$ cat config.mk
export PLATFORM = sky130hd
export DESIGN_NAME = clock_fanout_output_enable_ctrl
export DESIGN_NICKNAME = d
export VERILOG_FILES = /design/src/inc/fanout_pkg.sv /design/src/design/clock_fanout_output_enable_ctrl.sv
export SDC_FILE = /design/constraint.sdc
export NUM_CORES = 1
export LEC_CHECK = 0
export BUFFER_PORTS_ARGS = -buffer_cell sky130_fd_sc_hd__buf_4
export CAP_MARGIN = 20
export CORE_ASPECT_RATIO = 0.7
export CORE_UTILIZATION = 30
export DETAILED_ROUTE_END_ITERATION = 7
export PLACE_DENSITY_LB_ADDON = 0.3
export SLEW_MARGIN = 20
export SYNTH_ARGS = -nofsm -noshare
export SYNTH_HDL_FRONTEND = slang
export SYNTH_SLANG_ARGS = --single-unit
$ cat constraint.sdc
create_clock -name clk -period 1.9 [get_ports clk]
set_input_delay 0.475 -clock clk [delete_from_list [all_inputs] [get_ports clk]]
set_output_delay 0.475 -clock clk [all_outputs]
set_load 0.02 [all_outputs]
$ cat src/inc/fanout_pkg.sv
// constants for the clock fan-out output enable control block
// assumes a 10 MHz system clock that samples the serial link pins
package fanout_pkg;
    localparam int NUM_OUTPUTS = 14;
    localparam logic [6:0] TARGET_ADDRESS = 7'h69;
    localparam logic [1:0] OFFSET_GROUP_A = 2'h0;
    localparam logic [1:0] OFFSET_GROUP_B = 2'h1;
    localparam logic [1:0] OFFSET_GROUP_C = 2'h2;
    localparam logic [7:0] RESET_GROUP_A = 8'hCF;
    localparam logic [7:0] RESET_GROUP_B = 8'hF3;
    localparam logic [7:0] RESET_GROUP_C = 8'hC0;
    localparam logic [3:0] BITS_PER_BYTE = 4'h8;

    typedef enum logic [2:0] {
        ST_IDLE = 3'b000,
        ST_ADDR = 3'b001,
        ST_ADDR_ACK = 3'b010,
        ST_DATA = 3'b011,
        ST_DATA_ACK = 3'b100,
        ST_IGNORE = 3'b101
    } link_state_e;
endpackage : fanout_pkg

$ cat src/design/clock_fanout_output_enable_ctrl.sv
// two-wire configuration slave and output gating of the clock fan-out buffer
// assumes link pins and buffered input clock are sampled by clk, two flops deep
module clock_fanout_output_enable_ctrl (
    // clock and reset
    input wire logic clk,
    input wire logic nrst,
    // serial link
    input wire logic link_clk,
    input wire logic link_data_in,
    output logic link_data_out,
    output logic link_data_oe_n,
    // clock path
    input wire logic buf_in,
    input wire logic test_oe,
    output logic [fanout_pkg::NUM_OUTPUTS-1:0] clk_out,
    output logic [fanout_pkg::NUM_OUTPUTS-1:0] clk_out_oe_n
);
    import fanout_pkg::*;

    typedef struct packed {
        logic [1:0] scl_sync;
        logic [1:0] sda_sync;
        logic [1:0] bin_sync;
        logic [1:0] oe_sync;
        logic scl_last;
        logic sda_last;
        link_state_e state;
        logic [3:0] bit_cnt;
        logic [7:0] shift;
        logic [1:0] byte_idx;
        logic [7:0] group_a;
        logic [7:0] group_b;
        logic [7:0] group_c;
        logic [13:0] gate;
        logic ack_drive;
        logic [13:0] out;
        logic [13:0] out_oe_n;
    } ctrl_s;

    ctrl_s st_reg;
    ctrl_s st_next;
    logic scl;
    logic sda;
    logic scl_rise;
    logic scl_fall;
    logic start_seen;
    logic stop_seen;
    logic [13:0] want;

    // synchronised pin levels and link events
    assign scl = st_reg.scl_sync[1];
    assign sda = st_reg.sda_sync[1];
    assign scl_rise = scl && !st_reg.scl_last;
    assign scl_fall = !scl && st_reg.scl_last;
    assign start_seen = scl && st_reg.scl_last && st_reg.sda_last && !sda;
    assign stop_seen = scl && st_reg.scl_last && !st_reg.sda_last && sda;

    // map register bits onto outputs
    always_comb begin
        want = {st_reg.group_c[7:6], st_reg.group_b[7:4], st_reg.group_b[1:0],
            st_reg.group_a[7:6], st_reg.group_a[3:0]};
    end

    // next state of the whole block
    always_comb begin
        st_next = st_reg;
        st_next.scl_sync = {st_reg.scl_sync[0], link_clk};
        st_next.sda_sync = {st_reg.sda_sync[0], link_data_in};
        st_next.bin_sync = {st_reg.bin_sync[0], buf_in};
        st_next.oe_sync = {st_reg.oe_sync[0], test_oe};
        st_next.scl_last = scl;
        st_next.sda_last = sda;
        if (start_seen) begin
            st_next.state = ST_ADDR;
            st_next.bit_cnt = 4'h0;
            st_next.byte_idx = OFFSET_GROUP_A;
            st_next.ack_drive = 1'b0;
        end else if (stop_seen) begin
            st_next.state = ST_IDLE;
            st_next.ack_drive = 1'b0;
        end else begin
            unique case (st_reg.state)
                ST_IDLE, ST_IGNORE: begin
                end
                ST_ADDR, ST_DATA: begin
                    if (scl_rise) begin
                        st_next.shift = {st_reg.shift[6:0], sda};
                        st_next.bit_cnt = st_reg.bit_cnt + 4'h1;
                    end else if (scl_fall && st_reg.bit_cnt == BITS_PER_BYTE) begin
                        st_next.bit_cnt = 4'h0;
                        if (st_reg.state == ST_ADDR) begin
                            // write to our address only
                            if (st_reg.shift == {TARGET_ADDRESS, 1'b0}) begin
                                st_next.state = ST_ADDR_ACK;
                                st_next.ack_drive = 1'b1;
                            end else begin
                                st_next.state = ST_IGNORE;
                            end
                        end else begin
                            st_next.state = ST_DATA_ACK;
                            st_next.ack_drive = 1'b1;
                            unique case (st_reg.byte_idx)
                                OFFSET_GROUP_A: st_next.group_a = st_reg.shift;
                                OFFSET_GROUP_B: st_next.group_b = st_reg.shift;
                                OFFSET_GROUP_C: st_next.group_c = st_reg.shift;
                                default: begin
                                end
                            endcase
                            if (st_reg.byte_idx != 2'h3) begin
                                st_next.byte_idx = st_reg.byte_idx + 2'h1;
                            end
                        end
                    end
                end
                ST_ADDR_ACK, ST_DATA_ACK: begin
                    if (scl_fall) begin
                        st_next.ack_drive = 1'b0;
                        st_next.state = ST_DATA;
                    end
                end
                default: st_next.state = ST_IDLE;
            endcase
        end
        // gate updates only while the input clock is low
        if (!st_reg.bin_sync[1]) begin
            st_next.gate = want;
        end
        st_next.out = st_reg.bin_sync[1] ? st_reg.gate : 14'h0000;
        st_next.out_oe_n = st_reg.oe_sync[1] ? 14'h0000 : 14'h3FFF;
    end

    // state register
    always_ff @(posedge clk or negedge nrst) begin
        if (!nrst) begin
            st_reg <= '0;
            // link idles high, so no false edge follows reset
            st_reg.scl_sync <= 2'h3;
            st_reg.sda_sync <= 2'h3;
            st_reg.scl_last <= 1'b1;
            st_reg.sda_last <= 1'b1;
            st_reg.state <= ST_IDLE;
            st_reg.group_a <= RESET_GROUP_A;
            st_reg.group_b <= RESET_GROUP_B;
            st_reg.group_c <= RESET_GROUP_C;
            st_reg.gate <= 14'h3FFF;
            st_reg.out_oe_n <= 14'h3FFF;
        end else begin
            st_reg <= st_next;
        end
    end

    // pin drivers
    assign link_data_out = 1'b0;
    assign link_data_oe_n = !st_reg.ack_drive;
    assign clk_out = st_reg.out;
    assign clk_out_oe_n = st_reg.out_oe_n;

    // test pin and output path checks
    a_test_float: assert property (@(posedge clk) disable iff (!nrst)
        !st_reg.oe_sync[1] |=> clk_out_oe_n == 14'h3FFF)
        else $error("outputs not floated by test pin");
    a_drive_on: assert property (@(posedge clk) disable iff (!nrst)
        st_reg.oe_sync[1] |=> clk_out_oe_n == 14'h0000)
        else $error("outputs not driven with test pin high");
    a_follow_clk: assert property (@(posedge clk) disable iff (!nrst)
        st_reg.gate[13] |=> clk_out[13] == $past(st_reg.bin_sync[1]))
        else $error("enabled output not following clock");
    a_off_low: assert property (@(posedge clk) disable iff (!nrst)
        (st_reg.gate[0] == 1'b0) |=> clk_out[0] == 1'b0)
        else $error("disabled output not low");
    a_all_off_low: assert property (@(posedge clk) disable iff (!nrst)
        1'b1 |=> (clk_out & ~$past(st_reg.gate)) == 14'h0000)
        else $error("a disabled output is high");
    a_out_low_phase: assert property (@(posedge clk) disable iff (!nrst)
        !st_reg.bin_sync[1] |=> clk_out == 14'h0000)
        else $error("output high while input clock low");
    a_gate_low: assert property (@(posedge clk) disable iff (!nrst)
        st_reg.bin_sync[1] |=> st_reg.gate == $past(st_reg.gate))
        else $error("gate changed while input clock high");

    // enable map checks, gate loads from the groups in the low phase
    a_byte_map: assert property (@(posedge clk) disable iff (!nrst)
        !st_reg.bin_sync[1] |=> st_reg.gate[5:0] == $past({st_reg.group_a[7:6],
        st_reg.group_a[3:0]}) && st_reg.gate[13:12] == $past(st_reg.group_c[7:6]))
        else $error("byte map wrong");
    a_group_b_map: assert property (@(posedge clk) disable iff (!nrst)
        !st_reg.bin_sync[1] |=> st_reg.gate[11:6] ==
        $past({st_reg.group_b[7:4], st_reg.group_b[1:0]}))
        else $error("group b map wrong");
    a_group_write: assert property (@(posedge clk) disable iff (!nrst)
        st_reg.state == ST_DATA && scl_fall && st_reg.bit_cnt == BITS_PER_BYTE
        && st_reg.byte_idx == OFFSET_GROUP_A |=> st_reg.group_a == $past(st_reg.shift))
        else $error("first data byte not stored in group a");

    // serial link checks
    a_addr_match: assert property (@(posedge clk) disable iff (!nrst)
        st_reg.state == ST_ADDR_ACK |-> !link_data_oe_n)
        else $error("address not acknowledged");
    a_addr_only: assert property (@(posedge clk) disable iff (!nrst)
        st_reg.state == ST_ADDR && scl_fall && st_reg.bit_cnt == BITS_PER_BYTE
        && st_reg.shift != {TARGET_ADDRESS, 1'b0} |=> st_reg.state == ST_IGNORE)
        else $error("foreign address not ignored");
    a_ignore_quiet: assert property (@(posedge clk) disable iff (!nrst)
        st_reg.state == ST_IGNORE |-> link_data_oe_n)
        else $error("foreign address acknowledged");
    a_ignore_keeps: assert property (@(posedge clk) disable iff (!nrst)
        st_reg.state == ST_IGNORE |=> st_reg.group_a == $past(st_reg.group_a)
        && st_reg.group_b == $past(st_reg.group_b)
        && st_reg.group_c == $past(st_reg.group_c))
        else $error("foreign frame changed an enable byte");
    a_bit_order: assert property (@(posedge clk) disable iff (!nrst)
        (st_reg.state == ST_ADDR || st_reg.state == ST_DATA) && scl_rise
        |=> st_reg.shift == {$past(st_reg.shift[6:0]), $past(sda)})
        else $error("link bit not shifted in msb first");
    a_bit_count: assert property (@(posedge clk) disable iff (!nrst)
        (st_reg.state == ST_ADDR || st_reg.state == ST_DATA)
        |-> st_reg.bit_cnt <= BITS_PER_BYTE)
        else $error("bit counter past one byte");
    a_data_ack: assert property (@(posedge clk) disable iff (!nrst)
        st_reg.state == ST_DATA_ACK |-> !link_data_oe_n)
        else $error("data byte not acknowledged");
    a_ack_release: assert property (@(posedge clk) disable iff (!nrst)
        (st_reg.state == ST_ADDR_ACK || st_reg.state == ST_DATA_ACK) && scl_fall
        |=> link_data_oe_n && st_reg.state == ST_DATA)
        else $error("acknowledge not released after its clock");
    a_start_restart: assert property (@(posedge clk) disable iff (!nrst)
        start_seen |=> st_reg.state == ST_ADDR && st_reg.byte_idx == OFFSET_GROUP_A)
        else $error("start did not restart at group a");
    a_stop_idle: assert property (@(posedge clk) disable iff (!nrst)
        stop_seen |=> st_reg.state == ST_IDLE && link_data_oe_n)
        else $error("stop did not end the frame");
endmodule : clock_fanout_output_enable_ctrl

==> results of run 1 <==
==> metal layers <==
layer | GRT usage | vias up | wire length, µm
li1 | - | 816 | -
met1 | 0.1357 | 805 | 2530
met2 | 0.1497 | 48 | 1999
met3 | 0.05070 | 9 | 290
met4 | 0.04929 | 0 | 91
met5 | 0 | - | 0
==> through the flow <==
stage | hold WS (ns) | setup WS (ns) | instance area (µm²)
after CTS | 0.04778 | 0.1422 | 3694
after global placement | 0.3345 | 0.1823 | 3376
after detailed placement | 0.3364 | 0.1450 | 3376
after floorplan | 0.1794 | 0.2801 | 3159
after global routing | 0.05850 | 0.01259 | 3694
final | 0.04594 | 0.1426 | 3694
==> where the power goes <==
group	leakage, nW	internal (mW)	switching [mW]
logic	0.725	0.329	0.373
clock network	0.155	1.13	0.635
registers	0.844	1.64	0.144
total	1.72	3.10	1.15
==> how the worst min path moves through the flow <==
stage | startpoint | cells after the start | endpoint | slack [ns]
after CTS | nrst | 1 | st_reg[78] | 0.05
after global placement | st_next[87] | 0 | st_reg[87] | 0.33
after global routing | nrst | 1 | st_reg[78] | 0.06
after floorplan | nrst | 0 | clk_out[0] | 0.18
after detailed placement | st_next[87] | 0 | st_reg[87] | 0.34
final | nrst | 1 | st_reg[77] | 0.05
==> cell type report <==
cell class                      count  area (µm²)  share of cell area
Clock buffer                       12       266.5             0.07215
Clock inverter                      4       51.30             0.01389
Tap cell                          128       160.2             0.04336
Inverter                            8       30.03            0.008130
Timing Repair Buffer               39       305.3             0.08266
Sequential cell                    71        1821              0.4929
Multi-Input combinational cell    127        1060              0.2869
==> cells by family (layout without fill, tap and decap cells) <==
kind of cell / count (synthesis) / in the layout / synth area share
xor+xnor: 2 / 2 / 0.005546
buf+inv: 44 / 63 / 0.08832
fa+ha+maj: 6 / 6 / 0.02376
compound gates: 24 / 24 / 0.04911
simple gates: 54 / 54 / 0.1002
flops: 71 / 71 / 0.5762
mux: 40 / 40 / 0.1556
other cells: 1 / 1 / 0.001187
==> Yosys cell counts, types with 4 or more instances <==
library cell | n | area, µm²
a21oi_1 | 6 | 30.03
and2_1 | 14 | 87.58
buf_2 | 4 | 20.02
buf_4 | 29 | 217.7
dfrtp_1 | 36 | 900.9
dfstp_2 | 35 | 919.6
ha_1 | 6 | 75.07
inv_1 | 8 | 30.03
mux2_1 | 8 | 90.09
mux2_2 | 17 | 191.4
mux2_4 | 12 | 180.2
nand2_1 | 8 | 30.03
nand2b_1 | 5 | 31.28
nor2_1 | 8 | 30.03
nor3_1 | 4 | 20.02
o21ai_0 | 5 | 25.02
==> worst reg2reg max path, cell delays in order (launching register included) <==
cell	delay, ns
dfstp_2	0.57
nand2b_1	0.10
or3_1	0.38
a21o_1	0.23
a211oi_1	0.25
o21ai_1	0.11
==> flow_summary.rst, run 1 <==
.. list-table::
   :header-rows: 1

   * - Metric
     - Value
   * - Instance count on the critical path
     - 5
   * - Wire length of the first global-routing pass
     - 8673 µm
   * - Filler Cell Count
     - 956
   * - Slowest cell delay on critical path
     - 0.57 ns
   * - Final critical-path required period
     - 1.757 ns
   * - Unrepaired setup endpoints after global routing
     - no
   * - Fin. Hold Viols
     - 0
   * - Clock skew
     - 0.004570 ns
   * - Static leakage power
     - 1.724 nW
   * - Source-to-sink clock delay at the later pin of the worst-skew pair
     - 0.33 ns
   * - WP buf/inv
     - 0
   * - Synthesis-stage register bit count
     - 71
   * - Pins over their slew limit
     - 0
   * - Placeable Area
     - 9947 µm²
   * - Total routed wirelength
     - 4911 µm
   * - Quantity of I/O buffers inserted on ports
     - 34
   * - Ratio of routed vias to standard cells
     - 4.314
   * - Reg2Reg Launch Point
     - st_reg[85]
   * - Placer Congestion
     - 0.7923
   * - Fraction of the core area covered by cells at the end of the flow
     - 0.3713
   * - # clock sinks
     - 71
   * - Synth warnings
     - 0
   * - Type of the worst setup path
     - register to register
   * - Setup slack of the most critical reg-to-reg path
     - 0.14 ns
   * - Number of nets with antenna violations after detailed routing
     - 0
   * - Crit-path cells
     - nand2b_1, or3_1, a21o_1, a211oi_1, o21ai_1
   * - Post-synthesis sequential area ratio
     - 0.5762
   * - Flip-flop count of the largest register, all copies and words added
     - 50
   * - Height of the die
     - 87.86 µm
   * - Final setup vio count
     - 0
   * - Number of violations reported at the end of detailed-routing iteration 0
     - 99
   * - Final layout net count
     - 268
   * - Total global routing track utilization
     - 0.1056
   * - Maximum number of pins on one net before global-route repair
     - 47
   * - Required time of the critical path
     - 2.11 ns
   * - Count of flip-flops with a built-in enable after synthesis
     - 0
   * - Clock buffer count from CTS
     - 9
   * - Share of synthesized registers carrying an async set or reset
     - 1.000
   * - Post-Syn Instances
     - 242
   * - Clock root buffer
     - clkbuf_16
   * - Area added between synthesis and finish
     - 16.91%
   * - Die width
     - 124.7 µm
   * - Tot Pwr
     - 4.250 mW
   * - Top FF cell, synth
     - dfrtp_1
   * - Max_cap viols
     - 0
   * - Detailed-route via count
     - 1678
   * - Arrival time at the worst endpoint
     - 1.97 ns
   * - Type of element capturing the critical path
     - register
   * - Leading cell type in the layout, fill and taps excluded
     - buf_4
   * - Mean area per synthesized cell
     - 13.05 µm²
   * - DIE AREA
     - 10950 µm²
   * - Routed len/inst
     - 12.62 µm
   * - Clock tree buffer depth
     - 2
   * - Largest delay share family, worst path
     - compound AO/OA/AOI/OAI gates
   * - Status
     - finished clean
   * - Clk pin slew, worst setup/hold paths
     - 0.06 ns
   * - Detail Placement HPWL
     - 3232 µm
   * - GRT overflow
     - 0
   * - IR drop worst, VDD
     - 0.4723 mV
   * - Yosys cell types
     - 40
   * - Maximum clock frequency
     - 569.0 MHz
   * - TritonCTS clock tree
     - yes
   * - DRC violations left
     - 0
   * - Number of antenna violations at the first check in global routing
     - 0
   * - Final standard cell count with taps included and fillers excluded
     - 389
   * - Starting density of the core
     - 0.3176
   * - Register-to-Register Path Depth
     - 5
   * - Worst hold-check path type
     - primary input to asynchronous set/reset pin
   * - Post-cts gate resize count
     - 0
   * - Post-CTS Setup Bufs
     - 0
   * - Cell type of the slowest stage on the worst timing path
     - dfstp_2
   * - Capture point of the worst reg-to-reg path
     - st_reg[81]
   * - Deepest level of the CTS H-tree
     - 3
   * - Max Fanout on Critical Path
     - 5
   * - Post-Synthesis Net Count
     - 254
   * - Power density of the placed cells
     - 1151 nW/µm²
   * - Initial DRT Pass Iterations
     - 4
   * - Worst setup path start
     - st_reg[85]
   * - Accumulated negative setup slack
     - 0 ns
   * - Cell area after synthesis
     - 3159 µm²
   * - Number of cells in the design after placement
     - 373
   * - Commonest cells after routing, fill and taps aside
     - buf_4, dfrtp_1, dfstp_2
   * - Antenna diodes
     - 0
   * - Number of top-level pins
     - 36
   * - Crit path capture
     - st_reg[81]
   * - Total of hold buffers inserted after clock tree synthesis
     - 0
   * - Core Rows
     - 30
   * - Number of global-route vias before repair
     - 1708
   * - Critical path startpoint category
     - register
   * - Share of final-layout standard cells stronger than drive strength 1
     - 0.4751
   * - Final Cycle Share
     - 0.9249
No activity file was read; power rests on OpenSTA's default activity.
==> run 2: changes to the inputs <==
- PLACE_DENSITY: unset -> 0.53
- PLACE_DENSITY_LB_ADDON: 0.3 -> unset
==> flow_summary.rst, run 2 (synthesized netlist as in run 1, its figures left out) <==
.. list-table::
   :header-rows: 1

   * - Metric
     - Value
   * - TritonCTS clock tree
     - yes
   * - Pins over their slew limit
     - 0
   * - IR drop worst, VDD
     - 0.5282 mV
   * - Share of final-layout standard cells stronger than drive strength 1
     - 0.4674
   * - Static leakage power
     - 1.713 nW
   * - Area added between synthesis and finish
     - 16.24%
   * - Status
     - finished clean
   * - Total routed wirelength
     - 4962 µm
   * - Clk pin slew, worst setup/hold paths
     - 0.05 ns
   * - Placeable Area
     - 9947 µm²
   * - Max Fanout on Critical Path
     - 5
   * - Final setup vio count
     - 0
   * - Source-to-sink clock delay at the later pin of the worst-skew pair
     - 0.33 ns
   * - Post-cts gate resize count
     - 0
   * - Maximum clock frequency
     - 568.2 MHz
   * - GRT overflow
     - 0
   * - Clock root buffer
     - clkbuf_16
   * - Power density of the placed cells
     - 1122 nW/µm²
   * - Final critical-path required period
     - 1.760 ns
   * - Arrival time at the worst endpoint
     - 1.97 ns
   * - Commonest cells after routing, fill and taps aside
     - buf_4, dfrtp_1, dfstp_2
   * - Total of hold buffers inserted after clock tree synthesis
     - 0
   * - Height of the die
     - 87.86 µm
   * - # clock sinks
     - 71
   * - Routed len/inst
     - 12.76 µm
   * - Initial DRT Pass Iterations
     - 4
   * - Total global routing track utilization
     - 0.1020
   * - DIE AREA
     - 10950 µm²
   * - Deepest level of the CTS H-tree
     - 3
   * - Tot Pwr
     - 4.119 mW
   * - Quantity of I/O buffers inserted on ports
     - 34
   * - Required time of the critical path
     - 2.11 ns
   * - Flip-flop count of the largest register, all copies and words added
     - 50
   * - Global-route met2 utilization
     - 0.1401
   * - Antenna diodes
     - 0
   * - Detailed-route via count
     - 1679
   * - Number of violations reported at the end of detailed-routing iteration 0
     - 135
   * - Fin. Hold Viols
     - 0
   * - Worst hold margin
     - 0.06892 ns
   * - Clock skew
     - 0.005522 ns
   * - Register-to-Register Path Depth
     - 5
   * - Number of nets with antenna violations after detailed routing
     - 0
   * - Type of element capturing the critical path
     - register
   * - Core Rows
     - 30
   * - Placer Congestion
     - 0.7637
   * - Clock buffer count from CTS
     - 9
   * - Met3 demand-to-capacity share in global routing
     - 0.04826
   * - Number of top-level pins
     - 36
   * - Critical path startpoint category
     - register
   * - Maximum number of pins on one net before global-route repair
     - 43
   * - Post-CTS Setup Bufs
     - 0
   * - Type of the worst setup path
     - register to register
   * - Accumulated negative setup slack
     - 0 ns
   * - Final layout net count
     - 268
   * - Die width
     - 124.7 µm
   * - Number of cells in the design after placement
     - 373
   * - DRC violations left
     - 0
   * - Number of antenna violations at the first check in global routing
     - 0
   * - Final Cycle Share
     - 0.9264
   * - Detail Placement HPWL
     - 3325 µm
   * - Max_cap viols
     - 0
   * - Number of global-route vias before repair
     - 1657
   * - Leading cell type in the layout, fill and taps excluded
     - buf_4
   * - Global-route layer with the greatest usage
     - met2
   * - Starting density of the core
     - 0.3176
   * - Placed inst area
     - 3376 µm²
   * - Met1 demand-to-capacity share in global routing
     - 0.1368
   * - Setup slack of the most critical reg-to-reg path
     - 0.14 ns
   * - Wire length of the first global-routing pass
     - 8452 µm
   * - Final Cell Area
     - 3672 µm²
   * - Final standard cell count with taps included and fillers excluded
     - 389
   * - Clock tree buffer depth
     - 2
   * - Unrepaired setup endpoints after global routing
     - no
   * - Ratio of routed vias to standard cells
     - 4.316
   * - Worst hold-check path type
     - primary input to asynchronous set/reset pin
-- run 2: routing by layer --
metal	part of all wire	vias to the layer above
met5	0	-
met3	0.057	6
met1	0.53	807
li1	-	820
met2	0.41	46
met4	0.0097	0
-- run 2: worst max-delay path, stage by stage, from the launching register on --
cell	delay, ns
dfstp_2	0.57
nand2b_1	0.10
or3_1	0.39
a21o_1	0.24
a211oi_2	0.24
o21ai_1	0.10
-- run 2: final cells by class --
| type | count | area (µm²) |
|---|---|---|
| clock buffers | 16 | 291.5 |
| flip-flops and latches | 71 | 1821 |
| fillers | 941 | 6275 |
| well taps | 128 | 160.2 |
| multi-input cells | 127 | 1065 |
| repair buffers | 39 | 305.3 |
| inverters | 8 | 30.03 |
-- run 2: where the power goes --
group	total, mW	switching [mW]	internal [mW]	leakage [nW]
combinational	0.726	0.389	0.337	0.726
sequential	1.79	0.148	1.64	0.844
clock	1.60	0.574	1.03	0.143
total	4.12	1.11	3.01	1.71
-- run 2: per-stage QoR --
| step | util | setup slack, ns |
|---|---|---|
| after floorplan | - | 0.2801 |
| after global placement | 0.3394 | 0.2008 |
| after detailed placement | 0.3394 | 0.1318 |
| after CTS | 0.3687 | 0.1266 |
| after global routing | 0.3692 | 0.006057 |
| final | 0.3692 | 0.1399 |
-- run 2: worst paths after layout --
check                      startpoint          endpoint
max                        st_reg[85]        st_reg[81]
min                              nrst        st_reg[83]
max reg2reg                st_reg[85]        st_reg[81]
min reg2reg                st_reg[87]  clk_out_oe_n[12]
max in group asynchronous        nrst        st_reg[57]
min in group clk             link_clk       st_next[93]
==> run 3: changes to the inputs <==
- CELL_PAD_IN_SITES_DETAIL_PLACEMENT: unset -> 0
- CELL_PAD_IN_SITES_GLOBAL_PLACEMENT: unset -> 1
- PLACE_DENSITY: 0.53 -> 0.6
==> flow_summary.rst, run 3 (synthesized netlist as in run 1, its figures left out) <==
.. list-table::
   :header-rows: 1

   * - Metric
     - Value
   * - Type of the worst setup path
     - register to register
   * - Final worst-path setup slack
     - 0.1532 ns
   * - Routed len/inst
     - 12.78 µm
   * - Core Rows
     - 30
   * - Total routed wirelength
     - 4970 µm
   * - Flip-flop count of the largest register, all copies and words added
     - 50
   * - Detailed-route via count
     - 1679
   * - GRT overflow
     - 0
   * - Crit-path cells
     - nand2b_1, nor3_1, and3_4, nand2_1, mux2_1
   * - Final Cycle Share
     - 0.9194
   * - Final standard cell count with taps included and fillers excluded
     - 389
   * - Max Fanout on Critical Path
     - 5
   * - Final critical-path required period
     - 1.747 ns
   * - Power density of the placed cells
     - 1131 nW/µm²
   * - Number of nets with antenna violations after detailed routing
     - 0
   * - Deepest level of the CTS H-tree
     - 3
   * - Slowest cell delay on critical path
     - 0.58 ns
   * - IR drop worst, VDD
     - 0.4019 mV
   * - Leading cell type in the layout, fill and taps excluded
     - buf_4
   * - Clock tree buffer depth
     - 2
   * - Clock root buffer
     - clkbuf_16
   * - Cell type of the slowest stage on the worst timing path
     - dfstp_2
   * - Clk pin slew, worst setup/hold paths
     - 0.05 ns
   * - Total of hold buffers inserted after clock tree synthesis
     - 0
   * - Ratio of routed vias to standard cells
     - 4.316
   * - Starting density of the core
     - 0.3176
   * - Number of global-route vias before repair
     - 1660
   * - Number of top-level pins
     - 36
   * - DIE AREA
     - 10950 µm²
   * - Number of violations reported at the end of detailed-routing iteration 0
     - 74
   * - Quantity of I/O buffers inserted on ports
     - 34
   * - Placer Congestion
     - 0.7228
   * - Total global routing track utilization
     - 0.1054
   * - Fin. Hold Viols
     - 0
   * - Required time of the critical path
     - 2.15 ns
   * - Commonest cells after routing, fill and taps aside
     - buf_4, dfrtp_1, dfstp_2
   * - Detail Placement HPWL
     - 3448 µm
   * - Max_cap viols
     - 0
   * - Area added between synthesis and finish
     - 16.55%
   * - Worst hold-check path type
     - primary input to asynchronous set/reset pin
   * - Placed inst area
     - 3376 µm²
   * - Type of element capturing the critical path
     - register
   * - Share of final-layout standard cells stronger than drive strength 1
     - 0.4636
   * - Arrival time at the worst endpoint
     - 1.99 ns
   * - Sequential Area
     - 1821 µm²
   * - Pins over their slew limit
     - 0
   * - Source-to-sink clock delay at the later pin of the worst-skew pair
     - 0.33 ns
   * - Critical path startpoint category
     - register
   * - Placeable Area
     - 9947 µm²
   * - Place WS
     - 0.1226 ns
   * - Final setup vio count
     - 0
   * - Height of the die
     - 87.86 µm
   * - Number of cells in the design after placement
     - 373
   * - Number of antenna violations at the first check in global routing
     - 0
   * - Unrepaired setup endpoints after global routing
     - no
   * - Worst hold margin
     - 0.04023 ns
   * - Accumulated negative setup slack
     - 0 ns
   * - Final layout net count
     - 268
   * - Multi-input combinational cell area
     - 1069 µm²
   * - Maximum number of pins on one net before global-route repair
     - 36
   * - TritonCTS clock tree
     - yes
   * - Clock skew
     - 0.008700 ns
   * - Antenna diodes
     - 0
   * - Clock buffer count from CTS
     - 9
   * - Static leakage power
     - 1.712 nW
   * - Status
     - finished clean
   * - Maximum clock frequency
     - 572.5 MHz
   * - Die width
     - 124.7 µm
   * - Final Cell Area
     - 3682 µm²
   * - # clock sinks
     - 71
   * - DRC violations left
     - 0
   * - Wire length of the first global-routing pass
     - 8604 µm
   * - Filler Cell Count
     - 938
   * - Initial DRT Pass Iterations
     - 4
run 3: cell types whose count changed in the layout (fill, tap and decap cells not counted), sizes merged:
| cell | before | now |
|---|---|---|
| clkbuf | 16 | 15 |
| bufinv | 0 | 1 |
run 3: stage by stage:
| step | util | power [mW] |
|---|---|---|
| floorplan | - | 2.312 |
| global placement | 0.3394 | 2.509 |
| detailed placement | 0.3394 | 2.509 |
| CTS | 0.3693 | 4.215 |
| global route | 0.3702 | 4.428 |
| finish | 0.3702 | 4.164 |
run 3: final timing paths:
check | start | end | slack (ns) | cells after the start
worst min register to register | st_next[87] | st_reg[87] | 0.35 | 0
worst max register to register | st_reg[85] | st_reg[49] | 0.15 | 5
worst min-delay path | nrst | clk_out[5] | 0.04 | 1
min in group clk | link_clk | st_next[93] | 0.25 | 1
worst max-delay path | st_reg[85] | st_reg[49] | 0.15 | 5
max in group asynchronous | nrst | clk_out_oe_n[12] | 1.29 | 2
run 3: layer usage:
| layer | wire length, µm | vias up | global-route usage |
|---|---|---|---|
| met4 | 58 | 0 | 0.04272 |
| met3 | 339 | 4 | 0.05559 |
| li1 | - | 820 | - |
| met2 | 2000 | 50 | 0.1436 |
| met1 | 2571 | 805 | 0.1390 |
| met5 | 0 | - | 0 |
run 3: area by class of cell:
class / instances / share of cell area
inverter: 8 / 0.008155
multi-input combinational: 127 / 0.2902
clock buffer: 15 / 0.07272
sequential: 71 / 0.4944
tap: 128 / 0.04349
timing repair buffer: 39 / 0.08291
clock inverter: 1 / 0.008155
run 3: timing repair:
item	4_1_cts	5_1_grt
gates resized for setup	0	2
setup buffers	0	0
endpoints found under the setup margin	0	3
run 3: critical path: cells and delay by family, from the launching register on:
kind | cells | cell delay (ns)
simple gates | 4 | 0.76
flops | 1 | 0.58
mux | 1 | 0.32
run 3: report_power, final:
group	internal [mW]	leakage (nW)	switching [mW]	total [mW]
sequential	1.64	0.844	0.151	1.80
combinational	0.327	0.724	0.379	0.706
clock	1.09	0.144	0.573	1.66
total	3.06	1.71	1.10	4.16
